`config.mk`:
```
export PLATFORM = sky130hd
export DESIGN_NAME = ccl_top
export DESIGN_NICKNAME = d
export VERILOG_FILES = /design/src/design/ccl_pkg.sv /design/src/design/ccl_channel.sv /design/src/design/ccl_top.sv
export VERILOG_INCLUDE_DIRS = /design/src /design/src/design
export SDC_FILE = /design/constraint.sdc
export NUM_CORES = 1
export LEC_CHECK = 0
export ABC_CLOCK_PERIOD_IN_PS = 3130
export BUFFER_PORTS_ARGS = -buffer_cell sky130_fd_sc_hd__buf_4
export CAP_MARGIN = 20
export CORE_ASPECT_RATIO = 0.75
export CORE_MARGIN = 4
export CORE_UTILIZATION = 54
export CTS_BUF_LIST = sky130_fd_sc_hd__clkbuf_16
export CTS_CLUSTER_SIZE = 16
export DETAILED_ROUTE_END_ITERATION = 7
export PLACE_DENSITY = 0.93
export SYNTH_ARGS = -nofsm -noshare
export SYNTH_HDL_FRONTEND = slang
export SYNTH_HIERARCHICAL = 1
export SYNTH_SLANG_ARGS = --single-unit
```
`constraint.sdc`:
```
create_clock -name clk -period 3.13 [get_ports clk]
set_clock_uncertainty 0.1 [all_clocks]
set_input_delay 0.4695 -clock clk [delete_from_list [all_inputs] [get_ports clk]]
set_output_delay 0.4695 -clock clk [all_outputs]
set_load 0.05 [all_outputs]
```
`src/design/ccl_consts.svh`:
```
// Constants for the comparator channel control block.
`ifndef CCL_CONSTS_SVH
`define CCL_CONSTS_SVH

// ****************************************************************
// Register byte addresses
// ****************************************************************
`define CCL_CTRL0_ADDR 12'h000
`define CCL_CTRL1_ADDR 12'h004
`define CCL_CTRL2_ADDR 12'h008
`define CCL_SUMMARY_ADDR 12'h00c
`define CCL_VREF_ADDR 12'h010
`define CCL_IRQ_STATUS_ADDR 12'h014
`define CCL_IRQ_MASK_ADDR 12'h018

// ****************************************************************
// Control, reference and summary register fields
// ****************************************************************
`define CCL_SEL_LSB 0
`define CCL_NINV_BIT 4
`define CCL_EDGE_LSB 6
`define CCL_RESULT_BIT 8
`define CCL_EVENT_BIT 9
`define CCL_INVERT_BIT 13
`define CCL_OUTEN_BIT 14
`define CCL_ENABLE_BIT 15
`define CCL_CTRL_WMASK 16'he0d3
`define CCL_CTRL_RESET 16'h0000
`define CCL_VREF_LEVEL_LSB 8
`define CCL_VREF_WMASK 16'h07ff
`define CCL_VREF_RESET 16'h0000
`define CCL_SUM_EVT_LSB 8

`endif

```
`src/design/ccl_pkg.sv`:
```
// Types shared by the comparator channel control block.
package ccl_pkg;
    typedef enum logic [1:0] {
        CCL_EDGE_OFF,
        CCL_EDGE_A,
        CCL_EDGE_B,
        CCL_EDGE_BOTH
    } ccl_edge_type;

    typedef enum logic [1:0] {
        CCL_INV_PIN_B,
        CCL_INV_PIN_C,
        CCL_INV_PIN_D,
        CCL_INV_REF
    } ccl_inv_sel_type;
endpackage

```
`src/design/ccl_channel.sv`:
```
// One comparator channel: input routing, polarity and event latch.
`timescale 1ns/1ps
`default_nettype none
`include "ccl_consts.svh"
module ccl_channel (
    // Clock and reset.
    input wire logic clk,
    input wire logic resetn,
    // Configuration from the control register.
    input wire logic outputInvert,
    input wire logic noninvSourceSelect,
    input wire logic [1:0] invertingInputSelect,
    input wire logic [1:0] edgeSelect,
    input wire logic eventClear,
    // Raw comparison from the analog core.
    input wire logic rawCompare,
    // Analog switch controls.
    output logic selNoninvRef,
    output logic [1:0] selInverting,
    // Status.
    output logic resultBit,
    output logic eventFlag,
    output logic eventPulse
);
    logic result_q;
    logic event_q;
    logic adjusted;
    logic rising;
    logic falling;
    logic hit;

    // Switch controls pass straight to the analog multiplexers.
    assign selNoninvRef = noninvSourceSelect;
    assign selInverting = invertingInputSelect;
    // The raw result is high when the noninverting input is higher.
    assign adjusted = rawCompare ^ outputInvert;

    // Registered result so the readback is glitch free.
    always_ff @(posedge clk or negedge resetn) begin
        if (!resetn) begin
            result_q <= 1'b0;
        end else begin
            result_q <= adjusted;
        end
    end

    assign rising = adjusted & ~result_q;
    assign falling = ~adjusted & result_q;

    // Edge codes name raw-sense edges, so inversion swaps direction.
    always_comb begin
        case (ccl_pkg::ccl_edge_type'(edgeSelect))
            ccl_pkg::CCL_EDGE_OFF: hit = 1'b0;
            ccl_pkg::CCL_EDGE_A: hit = outputInvert ? rising : falling;
            ccl_pkg::CCL_EDGE_B: hit = outputInvert ? falling : rising;
            ccl_pkg::CCL_EDGE_BOTH: hit = rising | falling;
            default: hit = 1'b0;
        endcase
    end

    // Flag is sticky and blocks further events; a clear wins over a new edge while the flag is set.
    assign eventPulse = hit & ~event_q;
    always_ff @(posedge clk or negedge resetn) begin
        if (!resetn) begin
            event_q <= 1'b0;
        end else if (eventPulse) begin
            event_q <= 1'b1;
        end else if (eventClear) begin
            event_q <= 1'b0;
        end
    end

    assign resultBit = result_q;
    assign eventFlag = event_q;
endmodule // ccl_channel
`default_nettype wire

```
`src/design/ccl_top.sv`:
```
// Three comparator channels with their APB register file.
`timescale 1ns/1ps
`default_nettype none
`include "ccl_consts.svh"
module ccl_top #(
    parameter int NCH = 3
) (
    // Clock and reset.
    input wire logic clk,
    input wire logic resetn,
    // APB slave.
    input wire logic psel,
    input wire logic penable,
    input wire logic pwrite,
    input wire logic [11:0] paddr,
    input wire logic [31:0] pwdata,
    output logic [31:0] prdata,
    output logic pready,
    output logic pslverr,
    // Analog core.
    input wire logic [NCH-1:0] rawCompare,
    output logic [NCH-1:0] selNoninvRef,
    output logic [2*NCH-1:0] selInverting,
    output logic [1:0] referenceLevelSelect,
    // Control bits and the registered result passed to the analog and pin logic.
    output logic [NCH-1:0] compEnable,
    output logic [NCH-1:0] compOutEnable,
    output logic [NCH-1:0] compOut,
    // Interrupt.
    output logic irq
);
    logic [15:0] ctrl_q [NCH];
    logic [15:0] vref_q;
    logic [NCH-1:0] irqStatus_q;
    logic [NCH-1:0] irqMask_q;
    logic [NCH-1:0] resultBit;
    logic [NCH-1:0] eventFlag;
    logic [NCH-1:0] eventPulse;
    logic [NCH-1:0] eventClear;
    logic [NCH-1:0] w1c;
    logic wrEn;
    logic rdEn;
    logic mapped;
    logic [31:0] rdData;

    // Single-cycle access phase: no wait states.
    assign pready = 1'b1;
    assign wrEn = psel & penable & pwrite;
    assign rdEn = psel & penable & ~pwrite;
    assign w1c = pwdata[NCH-1:0];

    for (genvar i = 0; i < NCH; i++) begin : g_ch
        // Writing a one to the flag position of the control word clears it.
        assign eventClear[i] = wrEn && paddr == 12'(4 * i)
            && pwdata[`CCL_EVENT_BIT];
        ccl_channel u_ch (
            .clk(clk),
            .resetn(resetn),
            .outputInvert(ctrl_q[i][`CCL_INVERT_BIT]),
            .noninvSourceSelect(ctrl_q[i][`CCL_NINV_BIT]),
            .invertingInputSelect(ctrl_q[i][`CCL_SEL_LSB +: 2]),
            .edgeSelect(ctrl_q[i][`CCL_EDGE_LSB +: 2]),
            .eventClear(eventClear[i]),
            .rawCompare(rawCompare[i]),
            .selNoninvRef(selNoninvRef[i]),
            .selInverting(selInverting[2*i +: 2]),
            .resultBit(resultBit[i]),
            .eventFlag(eventFlag[i]),
            .eventPulse(eventPulse[i])
        );
        assign compEnable[i] = ctrl_q[i][`CCL_ENABLE_BIT];
        assign compOutEnable[i] = ctrl_q[i][`CCL_OUTEN_BIT];
        assign compOut[i] = resultBit[i];

        // Writable bits only; unimplemented and status bits stay zero.
        always_ff @(posedge clk or negedge resetn) begin
            if (!resetn) begin
                ctrl_q[i] <= `CCL_CTRL_RESET;
            end else if (wrEn && paddr == 12'(4 * i)) begin
                ctrl_q[i] <= pwdata[15:0] & `CCL_CTRL_WMASK;
            end
        end
    end

    // Reference control; only the level field is used here.
    always_ff @(posedge clk or negedge resetn) begin
        if (!resetn) begin
            vref_q <= `CCL_VREF_RESET;
        end else if (wrEn && paddr == `CCL_VREF_ADDR) begin
            vref_q <= pwdata[15:0] & `CCL_VREF_WMASK;
        end
    end
    assign referenceLevelSelect = vref_q[`CCL_VREF_LEVEL_LSB +: 2];

    // Sticky interrupt status; a new event wins over a write-one clear.
    always_ff @(posedge clk or negedge resetn) begin
        if (!resetn) begin
            irqStatus_q <= '0;
        end else begin
            for (int i = 0; i < NCH; i++) begin
                if (eventPulse[i]) begin
                    irqStatus_q[i] <= 1'b1;
                end else if (wrEn && paddr == `CCL_IRQ_STATUS_ADDR
                    && w1c[i]) begin
                    irqStatus_q[i] <= 1'b0;
                end
            end
        end
    end

    always_ff @(posedge clk or negedge resetn) begin
        if (!resetn) begin
            irqMask_q <= '0;
        end else if (wrEn && paddr == `CCL_IRQ_MASK_ADDR) begin
            irqMask_q <= pwdata[NCH-1:0];
        end
    end
    assign irq = |(irqStatus_q & irqMask_q);

    // Read mux; control words merge live result and event bits.
    always_comb begin
        rdData = 32'h0000_0000;
        mapped = 1'b1;
        case (paddr)
            `CCL_SUMMARY_ADDR: begin
                rdData[NCH-1:0] = resultBit;
                rdData[`CCL_SUM_EVT_LSB +: NCH] = eventFlag;
            end
            `CCL_VREF_ADDR: rdData[15:0] = vref_q;
            `CCL_IRQ_STATUS_ADDR: rdData[NCH-1:0] = irqStatus_q;
            `CCL_IRQ_MASK_ADDR: rdData[NCH-1:0] = irqMask_q;
            default: begin
                mapped = 1'b0;
                for (int i = 0; i < NCH; i++) begin
                    if (paddr == 12'(4 * i)) begin
                        mapped = 1'b1;
                        rdData[15:0] = ctrl_q[i];
                        rdData[`CCL_RESULT_BIT] = resultBit[i];
                        rdData[`CCL_EVENT_BIT] = eventFlag[i];
                    end
                end
            end
        endcase
    end
    assign pslverr = psel & penable & ~mapped;

    // Read data registered at the access edge would lag; drive directly.
    assign prdata = rdEn ? rdData : 32'h0000_0000;
endmodule // ccl_top
`default_nettype wire

```
# --- After elaboration in Yosys (flattened, before gate mapping) ---
# Index checks and enable logic that the tools add are counted.
word_totals:
  word_cells: 119
  regBits: 47
  inputBits: 52
classes:
  reduce_logical: 26
  eq_ne: 15
  n_bitwise: 31
  muxes: 33
ops:
  columns: ["op", "count"]
  rows:
  - ["$mux 16", 4]
  - ["$eq 12x5->1 const B", 3]
  - ["$eq 12x4->1 const B", 2]
  - ["$mux 1", 22]
  - ["$and 1x1->1", 13]
  - ["$eq 12x3->1 const B", 1]
  - ["$eq 2x2->1 const B", 6]
  - ["$logic_and 1x1->1", 12]
  - ["$logic_not 12->1", 1]
  - ["$pmux 1 s4", 3]
  - ["$pmux 3 s4", 1]
  - ["$reduce_bool 2->1", 6]
  - ["$not 1->1", 11]
  - ["$pmux 5 s2", 1]
  - ["$pmux 3 s3", 1]
  - ["$eq 2x1->1 const B", 3]
  - ["$logic_not 2->1", 3]
  - ["$reduce_or 3->1", 2]
  - ["$mux 5", 1]
  - ["$reduce_or 4->1", 1]
  - ["$and 3x3->3", 1]
  - ["$or 1x1->1", 3]
  - ["$xor 1x1->1", 3]
  - ["$reduce_or 2->1", 1]

# --- Longest topological paths before layout ---
# Gate-level depths: netlist of run 1.
depth:
  depth_word: 7
  depth_mapped: 7

# --- By module ---
# Netlist of run 1, hierarchy kept.
modules_own_cells:
  columns: ["module", "seq_area_each_um2", "n_inst", "cells_per_inst", "area_per_inst_um2"]
  rows:
  - ["ccl_top", 1026.0, 1, 216, 2401.1]
  - ["ccl_channel", 50.0, 3, 20, 201.4]

# --- Worst setup path after synthesis of run 1 ---
# OpenSTA, ideal clock, no wires.
synth_path:
  path_kind: "in2out"
  startpoint: "input paddr[2]"
  endpoint: "output prdata[13]"
  path_stages: 4
  t_arrival_ps: 3617
  slack_ps: -1056
  required_time_ps: 2560
  cell_sequence: "buf_1 clkbuf_1 nor3_1 a2111oi_0"
synth_via:
  elab_chain_cells: 6
synth_rtl:
  columns: ["item", "line", "source"]
  rows:
  - ["from (decl)", "ccl_top.sv:15", "input wire logic [11:0] paddr,"]
  - ["$logic_not 12->1", "ccl_top.sv:135", "if (paddr == 12'(4 * i)) begin"]
  - ["$mux 16 (3 in a row)", "ccl_top.sv:135", null]
  - ["$mux 5 *", "ccl_top.sv:124", "case (paddr)"]
  - ["$mux 16 *", "ccl_top.sv:148", "assign prdata = rdEn ? rdData : 32'h0000_0000;"]
  - ["to (decl)", "ccl_top.sv:17", "output logic [31:0] prdata,"]
# Mark *: on every way between the ends. The rest lies on a longest branch, timed or not.

# --- Worst setup path after layout of run 1 ---
layout_path:
  startpoint: "input paddr[5]"
  endpoint: "output prdata[13]"
# The elaborated chain is that of the path after synthesis.

==> reports/qor.txt, run 1 <==
Synth async-reset ratio: 100%
Reg area: 1180 µm²
Clock root buffer master: clkbuf_16
Antenna Nets Post-Route: 0
Area grow syn2layout: 17.0%
Share of the synthesized area in the top cell type: 39.1%
ANT cells: 0
Run status: completed
Drt wl/cell: 18.1 µm
Post-placement cell count: 392
Setup TNS: 0 ps
Max cap viols: 0
Final net count: 382
Max Slew Vio Count: 0
Slowest stage delay, CP: 420 ps
RSZ-0062 raised after global routing: no
Crit-path max FO: 5
Maximum clock frequency: 370 MHz
Area taken by multi-input logic gates: 1530 µm²
Top post-synthesis cells by area: dfrtp_1 39%, mux2_2 14%, buf_4 9.2%
Count leader, synth: dfrtp_1
Delay-heaviest family, CP: simple AND/OR/NAND/NOR gates
Port-buffer cells: 69
Switching Share: 26.7%
Pwr Density: 369 nW/µm²
Grt ovf: 0
Clk slew on worst S/H paths: 60 ps
Synth Flop Type: dfrtp_1
Post-CTS Resized: 0
Data arrival, critical path: 2130 ps
CTS max path bufs: 2
XOR/XNOR Fraction of Synth Area: 0.874%
Via count: 2,306
Cell variety after synth: 40
Post-Layout Cell Count: 400
Worst-skew pair later-pin latency: 280 ps
Mux contribution to synthesized area: 19.5%
CTS sink cnt: 47
Slew HR: 59.7%
HP Class: input port to asynchronous set/reset pin
Avg Cell Area, Syn: 10.9 µm²
Post-Route Utilization: 65.7%
Pre-CTS WS: 453 ps
Comb pwr share: 13.7%
Internal Power: 0.952 mW
TritonCTS clock tree: yes
Final setup violation count: 0
Yosys warning count: 6
First-pass GRT wire length: 11,500 µm
Cts bufs inserted: 5
Synth Area in Compound Gates: 8.24%
Floorplan Core Area: 5350 µm²
WL final: 7230 µm
Critical Path Slowest Stage Cell: nor3_1
H-tree depth: 2
Main combinational cell family by area after synthesis: multiplexers
CP required: 2560 ps
Flop pwr share: 47.5%
Final hold vios: 0
Final period utilization: 86.4%
Synth Area in Simple Gates: 17.3%
Total track usage: 21.8%
Leakage: 1.82 nW
Fraction of layout instances using a drive strength above 1: 39.7%
Synth Area in Adders: 2.50%
Row count: 23
Cell Area, Synth: 3010 µm²
Post-layout min period: 2700 ps
RD Place Congestion: 0.824
Vias in the first global route: 2,314
DR iter-0 viols: 140
Drt pass-1 iters: 5
Seq/Total Area, Yosys: 39.1%
Setup CP Type: input port to output port
Psw: 0.347 mW
Number of synthesized flops with an enable pin: 0
Clock Power Share: 38.8%
DRC: 0
Most frequent CP cell: buf_4
Setup crit end kind: output port
Die Width: 94.1 µm
Synth area leader: dfrtp_1
Worst slew pin tran: 603 ps
Mapped Cells: 276
I/O pin count: 107
CP bufs+invs: 2
CP cell instances: buf_4, nor3_1, and3_1, nand3_1, a2111oi_1, buf_4
Initial Utilization: 56.1%
Final WS setup: 426 ps
Crit path launch type: input port
Fill count: 421
CTS Hold Bufs: 0
Largest net degree at the start of global routing: 48
Max VDD drop: 240 µV
Drt via density: 5.77
Postcts setup bufs: 0
Initial antenna violation count: 0
Synth Register Bits: 47
Die Height: 72.6 µm
Area of the die: 6840 µm²
Synth cell count leaders: 47 x dfrtp_1, 38 x mux2_2, 37 x buf_4
DPL Wire Length: 5100 µm
## per-layer routing
layer  vias to the layer above  GRT usage (%)  share of wire [%]
li1                       1047              -                  -
met1                      1139           28.1                 41
met2                       104           38.1                 51
met3                        16           3.81                6.8
met4                         0           5.93                1.2
met5                         -              0                  0
## worst paths after layout
kind / startpoint / to / slack [ps] / depth (start not counted)
max: paddr[5] / prdata[13] / 430 / 6
min: resetn / ctrl_q[20] / 90 / 1
max reg2reg: ctrl_q[13] / irqStatus_q[2] / 1080 / 7
min reg2reg: vref_q[5] / vref_q[5] / 400 / 1
max in group asynchronous: resetn / irqMask_q[0] / 2430 / 1
min in group clk: pwdata[8] / vref_q[8] / 320 / 2
## metrics by stage
| step | power [mW] | area (µm²) | hold slack [ps] |
|---|---|---|---|
| 2_1_floorplan | 0.753 | 3070 | 73.9 |
| 3_3_place_gp | 0.799 | 3380 | 383 |
| 3_5_place_dp | 0.803 | 3380 | 391 |
| 4_1_cts | 1.30 | 3520 | 114 |
| 5_1_grt | 1.34 | 3520 | 143 |
| 6_report | 1.30 | 3520 | 92.8 |
## cells by family after synthesis
family	count (synthesis)
flops	47
buf+inv	60
mux	50
other cells	2
fa+ha+maj	6
simple gates	76
xor+xnor	3
compound gates	32
## area by class of cell
| class | count | area share, % |
|---|---|---|
| clock buffer | 5 | 3.56 |
| clock inverter | 3 | 0.356 |
| inverter | 14 | 1.49 |
| multi-input combinational | 186 | 43.5 |
| sequential | 47 | 33.5 |
| tap | 75 | 2.67 |
| timing repair buffer | 70 | 14.9 |
## power by group through the flow
stage	combinational (mW)	clock (mW)	sequential, mW
3_3_place_gp	0.171	0	0.628
3_5_place_dp	0.175	0	0.628
6_report	0.177	0.504	0.617
5_1_grt	0.189	0.537	0.617
4_1_cts	0.176	0.510	0.617
2_1_floorplan	0.119	0	0.633
## registers in the layout, indices dropped and copies added (netlist names)
name                 flops
irqStatus_q              3
ctrl_q                  18
irqMask_q                3
compOutEnable            3
g_ch.u_ch/eventFlag      3
vref_q                  11
compEnable               3
g_ch.u_ch/resultBit      3
## layout by cell type, fill, tap and decap left out, drive strengths merged, types with 2 or more instances in the layout
cell,n
xnor2,3
a2111oi,3
a22oi,6
and3,4
nand2,5
clkbuf,5
o21ai,2
nand3,6
ha,6
and4bb,6
nand2b,5
nor2b,3
mux2i,9
nand4b,2
mux2,38
nand4,7
dfrtp,47
inv,16
nor2,15
nor3,8
nor4,3
a21oi,9
a311oi,3
nor3b,2
mux4,3
and4b,7
buf,70
conb,19
o2bb2ai,5
a21o,3
No activity file was read; power rests on OpenSTA's default activity.
==> run 2, diff against run 1 <==
- CELL_PAD_IN_SITES_DETAIL_PLACEMENT: not set -> 0
- CELL_PAD_IN_SITES_GLOBAL_PLACEMENT: not set -> 1
- CORE_UTILIZATION: 54 -> 41
==> run 2 against run 1 <==
  * First-iteration DRC count grew 29%
  * Critical path depth is the same
  * Utilization shrank 15 points
  * Combinational power is essentially flat
  * Cell count grew 5.8%
  * Register-to-register slack gained 90 ps
  * Critical endpoint is now prdata[15]
==> reports/qor.txt, run 2 (synthesized netlist as in run 1, its figures left out) <==
Run status: completed
Max VDD drop: 290 µV (+21%)
RD Place Congestion: 0.796 (-3.4%)
Initial Utilization: 43.2% (-13 points)
Area taken by multi-input logic gates: 1530 µm² (unchanged)
Row count: 26 (+13%)
Leakage: 1.81 nW (-0.34%)
Data arrival, critical path: 2160 ps (+30 ps)
Total track usage: 16.5% (-5.3 points)
Cts bufs inserted: 5 (unchanged)
Delay-heaviest family, CP: simple AND/OR/NAND/NOR gates
Final setup violation count: 0 (unchanged)
Vias in the first global route: 2,233 (-3.5%)
Initial antenna violation count: 0 (unchanged)
Final period utilization: 87.1% (+0.74 points)
Worst r2r path cells: 7 (unchanged)
Met2 usage: 26.4% (-12 points)
Clk slew on worst S/H paths: 70 ps (about the same)
Area of the die: 8780 µm² (+28%)
Slew HR: 59.7% (about the same)
Pwr Density: 365 nW/µm² (-1.1%)
R2R setup slack: 1170 ps (+90 ps)
CTS Hold Bufs: 0 (unchanged)
Clock root buffer master: clkbuf_16
Die Width: 107 µm (+14%)
Post-layout min period: 2730 ps (+23.3 ps)
I/O pin count: 107 (unchanged)
Floorplan Core Area: 6960 µm² (+30%)
HP Class: input port to asynchronous set/reset pin
Largest net degree at the start of global routing: 48 (unchanged)
Max Slew Vio Count: 0 (unchanged)
Via count: 2,228 (-3.4%)
Antenna Nets Post-Route: 0 (unchanged)
First-pass GRT wire length: 11,400 µm (-1.0%)
CTS sink cnt: 47 (unchanged)
Drt via density: 5.27 (-8.6%)
Grt ovf: 0 (unchanged)
CP bufs+invs: 2 (unchanged)
Switching Share: 26.6% (-0.15 points)
Flop pwr share: 47.7% (+0.2 points)
Post-Route Utilization: 50.9% (-15 points)
CP required: 2560 ps (about the same)
Clock Power Share: 38.8% (about the same)
GR Util met1: 22.5% (-5.7 points)
Maximum clock frequency: 367 MHz (-0.85%)
Comb pwr share: 13.5% (-0.2 points)
CP cell instances: buf_4, nor3_1, and3_1, nand3_1, a2111oi_1, buf_4
Post-CTS Resized: 0 (unchanged)
Reg-to-reg endpoint: irqStatus_q[0]
Final Power: 1.29 mW (-0.35%)
Fraction of layout instances using a drive strength above 1: 39.4% (-0.31 points)
DR iter-0 viols: 180 (+29%)
Grt peak-use layer: met2
Drt wl/cell: 17.1 µm (-5.6%)
Drt pass-1 iters: 4 (-1)
Critical Path Slowest Stage Cell: a2111oi_1
Final net count: 382 (unchanged)
Worst slew pin tran: 604 ps (+1.05 ps)
Crit-path max FO: 5 (unchanged)
Biggest register: ctrl_q
CTS max path bufs: 2 (unchanged)
DPL Wire Length: 5330 µm (+4.5%)
Most frequent CP cell: buf_4
Final hold vios: 0 (unchanged)
H-tree depth: 2 (unchanged)
Setup crit end kind: output port
Postcts setup bufs: 0 (unchanged)
Most common cell after layout, fill and taps aside: buf_4
Fill count: 666 (+58%)
RSZ-0062 raised after global routing: no
Setup CP Type: input port to output port
Reg2reg start: ctrl_q[45]
Internal Power: 0.950 mW (-0.14%)
DRC: 0 (unchanged)
Biggest regs: ctrl_q (18), vref_q (11)
WL final: 7220 µm (-0.12%)
Most frequent cells in the layout: 70 x buf_4, 47 x dfrtp_1, 38 x mux2_2
Met3 Usage GRT: 5.52% (+1.7 points)
Slowest stage delay, CP: 440 ps (+20 ps)
Crit path launch type: input port
Max cap viols: 0 (unchanged)
TritonCTS clock tree: yes
Reg area: 1180 µm² (unchanged)
Area grow syn2layout: 17.9%
Die Height: 82.1 µm (+13%)
ANT cells: 0 (unchanged)
Worst-skew pair later-pin latency: 280 ps (about the same)
Max reg flops: 18 (unchanged)
Psw: 0.344 mW (-0.91%)
Port-buffer cells: 69 (unchanged)
-- run 2: per-stage QoR --
stage          setup WS (ps)  setup TNS, ps  area (µm²)  hold slack [ps]  cells
2_1_floorplan           -407          -1220        3070             73.9    293
3_3_place_gp             455              0        3410              383    415
3_5_place_dp             437              0        3410              389    415
4_1_cts                  423              0        3540              126    423
5_1_grt                  277              0        3540              156    423
6_report                 403              0        3540             76.4    423
-- run 2: routing by layer --
metal / share of wire, % / wire, µm / vias up
met3: 7.9 / 571 / 0
met2: 47 / 3410 / 75
li1: - / - / 1045
met1: 45 / 3250 / 1108
met5: 0 / 0 / -
met4: 0 / 0 / 0
-- run 2: worst max path at each step --
| stage | startpoint | endpoint | depth (start not counted) |
|---|---|---|---|
| floorplan | paddr[2] | prdata[13] | 4 |
| global placement | paddr[5] | prdata[15] | 6 |
| detailed placement | paddr[5] | prdata[15] | 6 |
| CTS | paddr[5] | prdata[15] | 6 |
| global route | paddr[5] | prdata[15] | 6 |
| finish | paddr[5] | prdata[15] | 6 |
-- run 2: power by group through the flow --
stage	clock network (mW)	registers, mW	logic (mW)
finish	0.502	0.617	0.175
global route	0.539	0.617	0.188
CTS	0.512	0.617	0.175
detailed placement	0	0.628	0.175
global placement	0	0.628	0.172
floorplan	0	0.633	0.119
-- run 2: worst reg2reg max path, cell delays in order, from the launching register on --
cell      delay [ps]
dfrtp_1          460
xnor2_1          210
inv_1             80
ha_1             190
and4bb_1         200
a311oi_2         290
a21oi_1          140
a21o_1           170
-- run 2: cell type report --
class	instances	share of cell area [%]
clock buffer	5	3.53
multi-input combinational	186	43.2
timing repair buffer	70	14.8
inverter	14	1.48
tap	98	3.46
clock inverter	3	0.318
sequential	47	33.2
==> run 3, diff against run 2 <==
- CELL_PAD_IN_SITES_DETAIL_PLACEMENT: 0 -> not set
- CELL_PAD_IN_SITES_GLOBAL_PLACEMENT: 1 -> not set
- CORE_UTILIZATION: 41 -> 54
- CTS_BUF_LIST: sky130_fd_sc_hd__clkbuf_16 -> not set
- GPL_TIMING_DRIVEN: not set -> 0
==> run 3 against run 2 <==
  * Critical path depth did not move
  * Utilization is 20 points higher
  * Critical endpoint is now prdata[14]
  * Combinational power increased by 15%
  * Design area up 6.7%
  * Clock power fell by 13%
  * Die area fell by 22%
  * Setup slack got worse by 350 ps
  * Clock-buffer cell count up 1
  * Maximum frequency decreased by 11%
  * Via count rose by 15%
  * Register-to-register slack worse by 90 ps
  * Cell count up 4.7%
  * Highest routed layer is now met4
==> reports/qor.txt, run 3 (synthesized netlist as in run 1, its figures left out) <==
Run status: completed
CTS sink cnt: 47 (unchanged)
Clock Power Share: 34.9% (-3.9 points)
I/O pin count: 107 (unchanged)
Cts bufs inserted: 5 (unchanged)
Pwr Density: 333 nW/µm² (-8.9%)
Biggest register: ctrl_q
Drt wl/cell: 18.1 µm (+6.0%)
Initial antenna violation count: 0 (unchanged)
Psw: 0.343 mW (-0.22%)
Postcts setup bufs: 0 (unchanged)
Post-placement cell count: 436 (+5.1%)
Crit path launch type: input port
Worst r2r path cells: 7 (unchanged)
Setup CP Type: input port to output port
Most common cell after layout, fill and taps aside: buf_4
Flop pwr share: 49.1% (+1.4 points)
Die Height: 72.6 µm (-12%)
Area of the die: 6840 µm² (-22%)
First-pass GRT wire length: 12,200 µm (+7.4%)
Slew HR: 53.7% (-6.0 points)
DR iter-0 viols: 302 (+68%)
Post-layout min period: 3070 ps (+347 ps)
ANT cells: 0 (unchanged)
RD Place Congestion: 0.942 (+18%)
Total track usage: 23.4% (+7.0 points)
Biggest regs: ctrl_q (18), vref_q (11)
RSZ-0062 raised after global routing: no
Reg-to-reg endpoint: irqStatus_q[1]
Clock root buffer master: clkbuf_8
Worst slew pin tran: 695 ps (+90.4 ps)
Max cap viols: 0 (unchanged)
Row count: 23 (-12%)
Post-Layout Cell Count: 443 (+4.7%)
Most frequent cells in the layout: 105 x buf_4, 47 x dfrtp_1, 38 x mux2_2
Data arrival, critical path: 2500 ps (+340 ps)
Vias in the first global route: 2,438 (+9.2%)
Setup crit end kind: output port
Worst-skew pair later-pin latency: 300 ps (+20 ps)
Initial Utilization: 56.1% (+13 points)
Drt via density: 5.79 (+9.9%)
Port-buffer cells: 68 (-1.4%)
WL final: 8020 µm (+11%)
CP required: 2560 ps (about the same)
Placed Area: 3680 µm² (+7.9%)
Drt pass-1 iters: 6 (+2)
Die Width: 94.1 µm (-12%)
Final setup violation count: 0 (unchanged)
Via count: 2,564 (+15%)
Max Slew Vio Count: 0 (unchanged)
Antenna Nets Post-Route: 0 (unchanged)
Internal Power: 0.914 mW (-3.8%)
Final hold vios: 0 (unchanged)
Maximum clock frequency: 325 MHz (-11%)
CTS Hold Bufs: 0 (unchanged)
DRC: 0 (unchanged)
TritonCTS clock tree: yes
HP Class: input port to asynchronous set/reset pin
Post-Route Utilization: 70.6% (+20 points)
Leakage: 2.00 nW (+11%)
DPL Wire Length: 5900 µm (+11%)
Max VDD drop: 250 µV (-14%)
Comb pwr share: 16.0% (+2.5 points)
Largest net degree at the start of global routing: 48 (unchanged)
Max reg flops: 18 (unchanged)
Switching Share: 27.3% (+0.72 points)
Reg2reg start: ctrl_q[29]
CTS max path bufs: 2 (unchanged)
Final period utilization: 98.2% (+11 points)
Final Power: 1.26 mW (-2.8%)
Post-CTS Resized: 0 (unchanged)
Final net count: 426 (+12%)
Area grow syn2layout: 25.8%
H-tree depth: 2 (unchanged)
Floorplan Core Area: 5350 µm² (-23%)
Fraction of layout instances using a drive strength above 1: 45.1% (+5.7 points)
Post-route cell area: 3780 µm² (+6.7%)
R2R setup slack: 1080 ps (-90 ps)
Grt ovf: 0 (unchanged)
Crit-path max FO: 10 (+5)
Clk slew on worst S/H paths: 80 ps (about the same)
## run 3: layer usage
layer | global-route usage (%) | vias to the layer above | part of all wire, %
li1 | - | 1138 | -
met1 | 29.8 | 1248 | 40
met2 | 39.8 | 148 | 50
met3 | 4.95 | 30 | 7.6
met4 | 8.49 | 0 | 2.8
met5 | 0 | - | 0
## run 3: how the worst max path moves through the flow
stage | startpoint | end | slack (ps) | depth (start not counted)
2_1_floorplan | paddr[2] | prdata[13] | -410 | 4
3_3_place_gp | paddr[2] | prdata[13] | 360 | 6
3_5_place_dp | paddr[2] | prdata[14] | 170 | 6
4_1_cts | paddr[2] | prdata[14] | 170 | 6
5_1_grt | paddr[2] | prdata[14] | 20 | 6
6_report | paddr[2] | prdata[14] | 60 | 6
## run 3: critical path: stages
cell and delay, ps:
buf_4 110, buf_1 450, clkbuf_1 480, nor3_1 160, a2111oi_1 540, buf_4 300
## run 3: per-stage QoR
step,setup slack (ps),setup TNS [ps],hold WS [ps]
global placement,359,0,383
finish,55.9,0,71.4
floorplan,-407,-1220,73.9
global route,24.1,0,110
CTS,174,0,93.8
detailed placement,167,0,394
## run 3: layout make-up
type / count / area (µm²)
plain buffers: 46 / 314
clock buffers: 6 / 72.6
clock inverters: 1 / 30.0
fillers: 386 / 1570
inverters: 14 / 52.6
multi-input cells: 186 / 1530
flip-flops and latches: 47 / 1180
well taps: 75 / 93.8
repair buffers: 68 / 510
## run 3: power groups by stage
stage               registers [mW]  clock network [mW]  logic [mW]
finish                       0.617               0.439       0.202
global route                 0.617               0.467       0.213
CTS                          0.616               0.441       0.199
detailed placement           0.628                   0       0.198
global placement             0.628                   0       0.192
floorplan                    0.633                   0       0.119
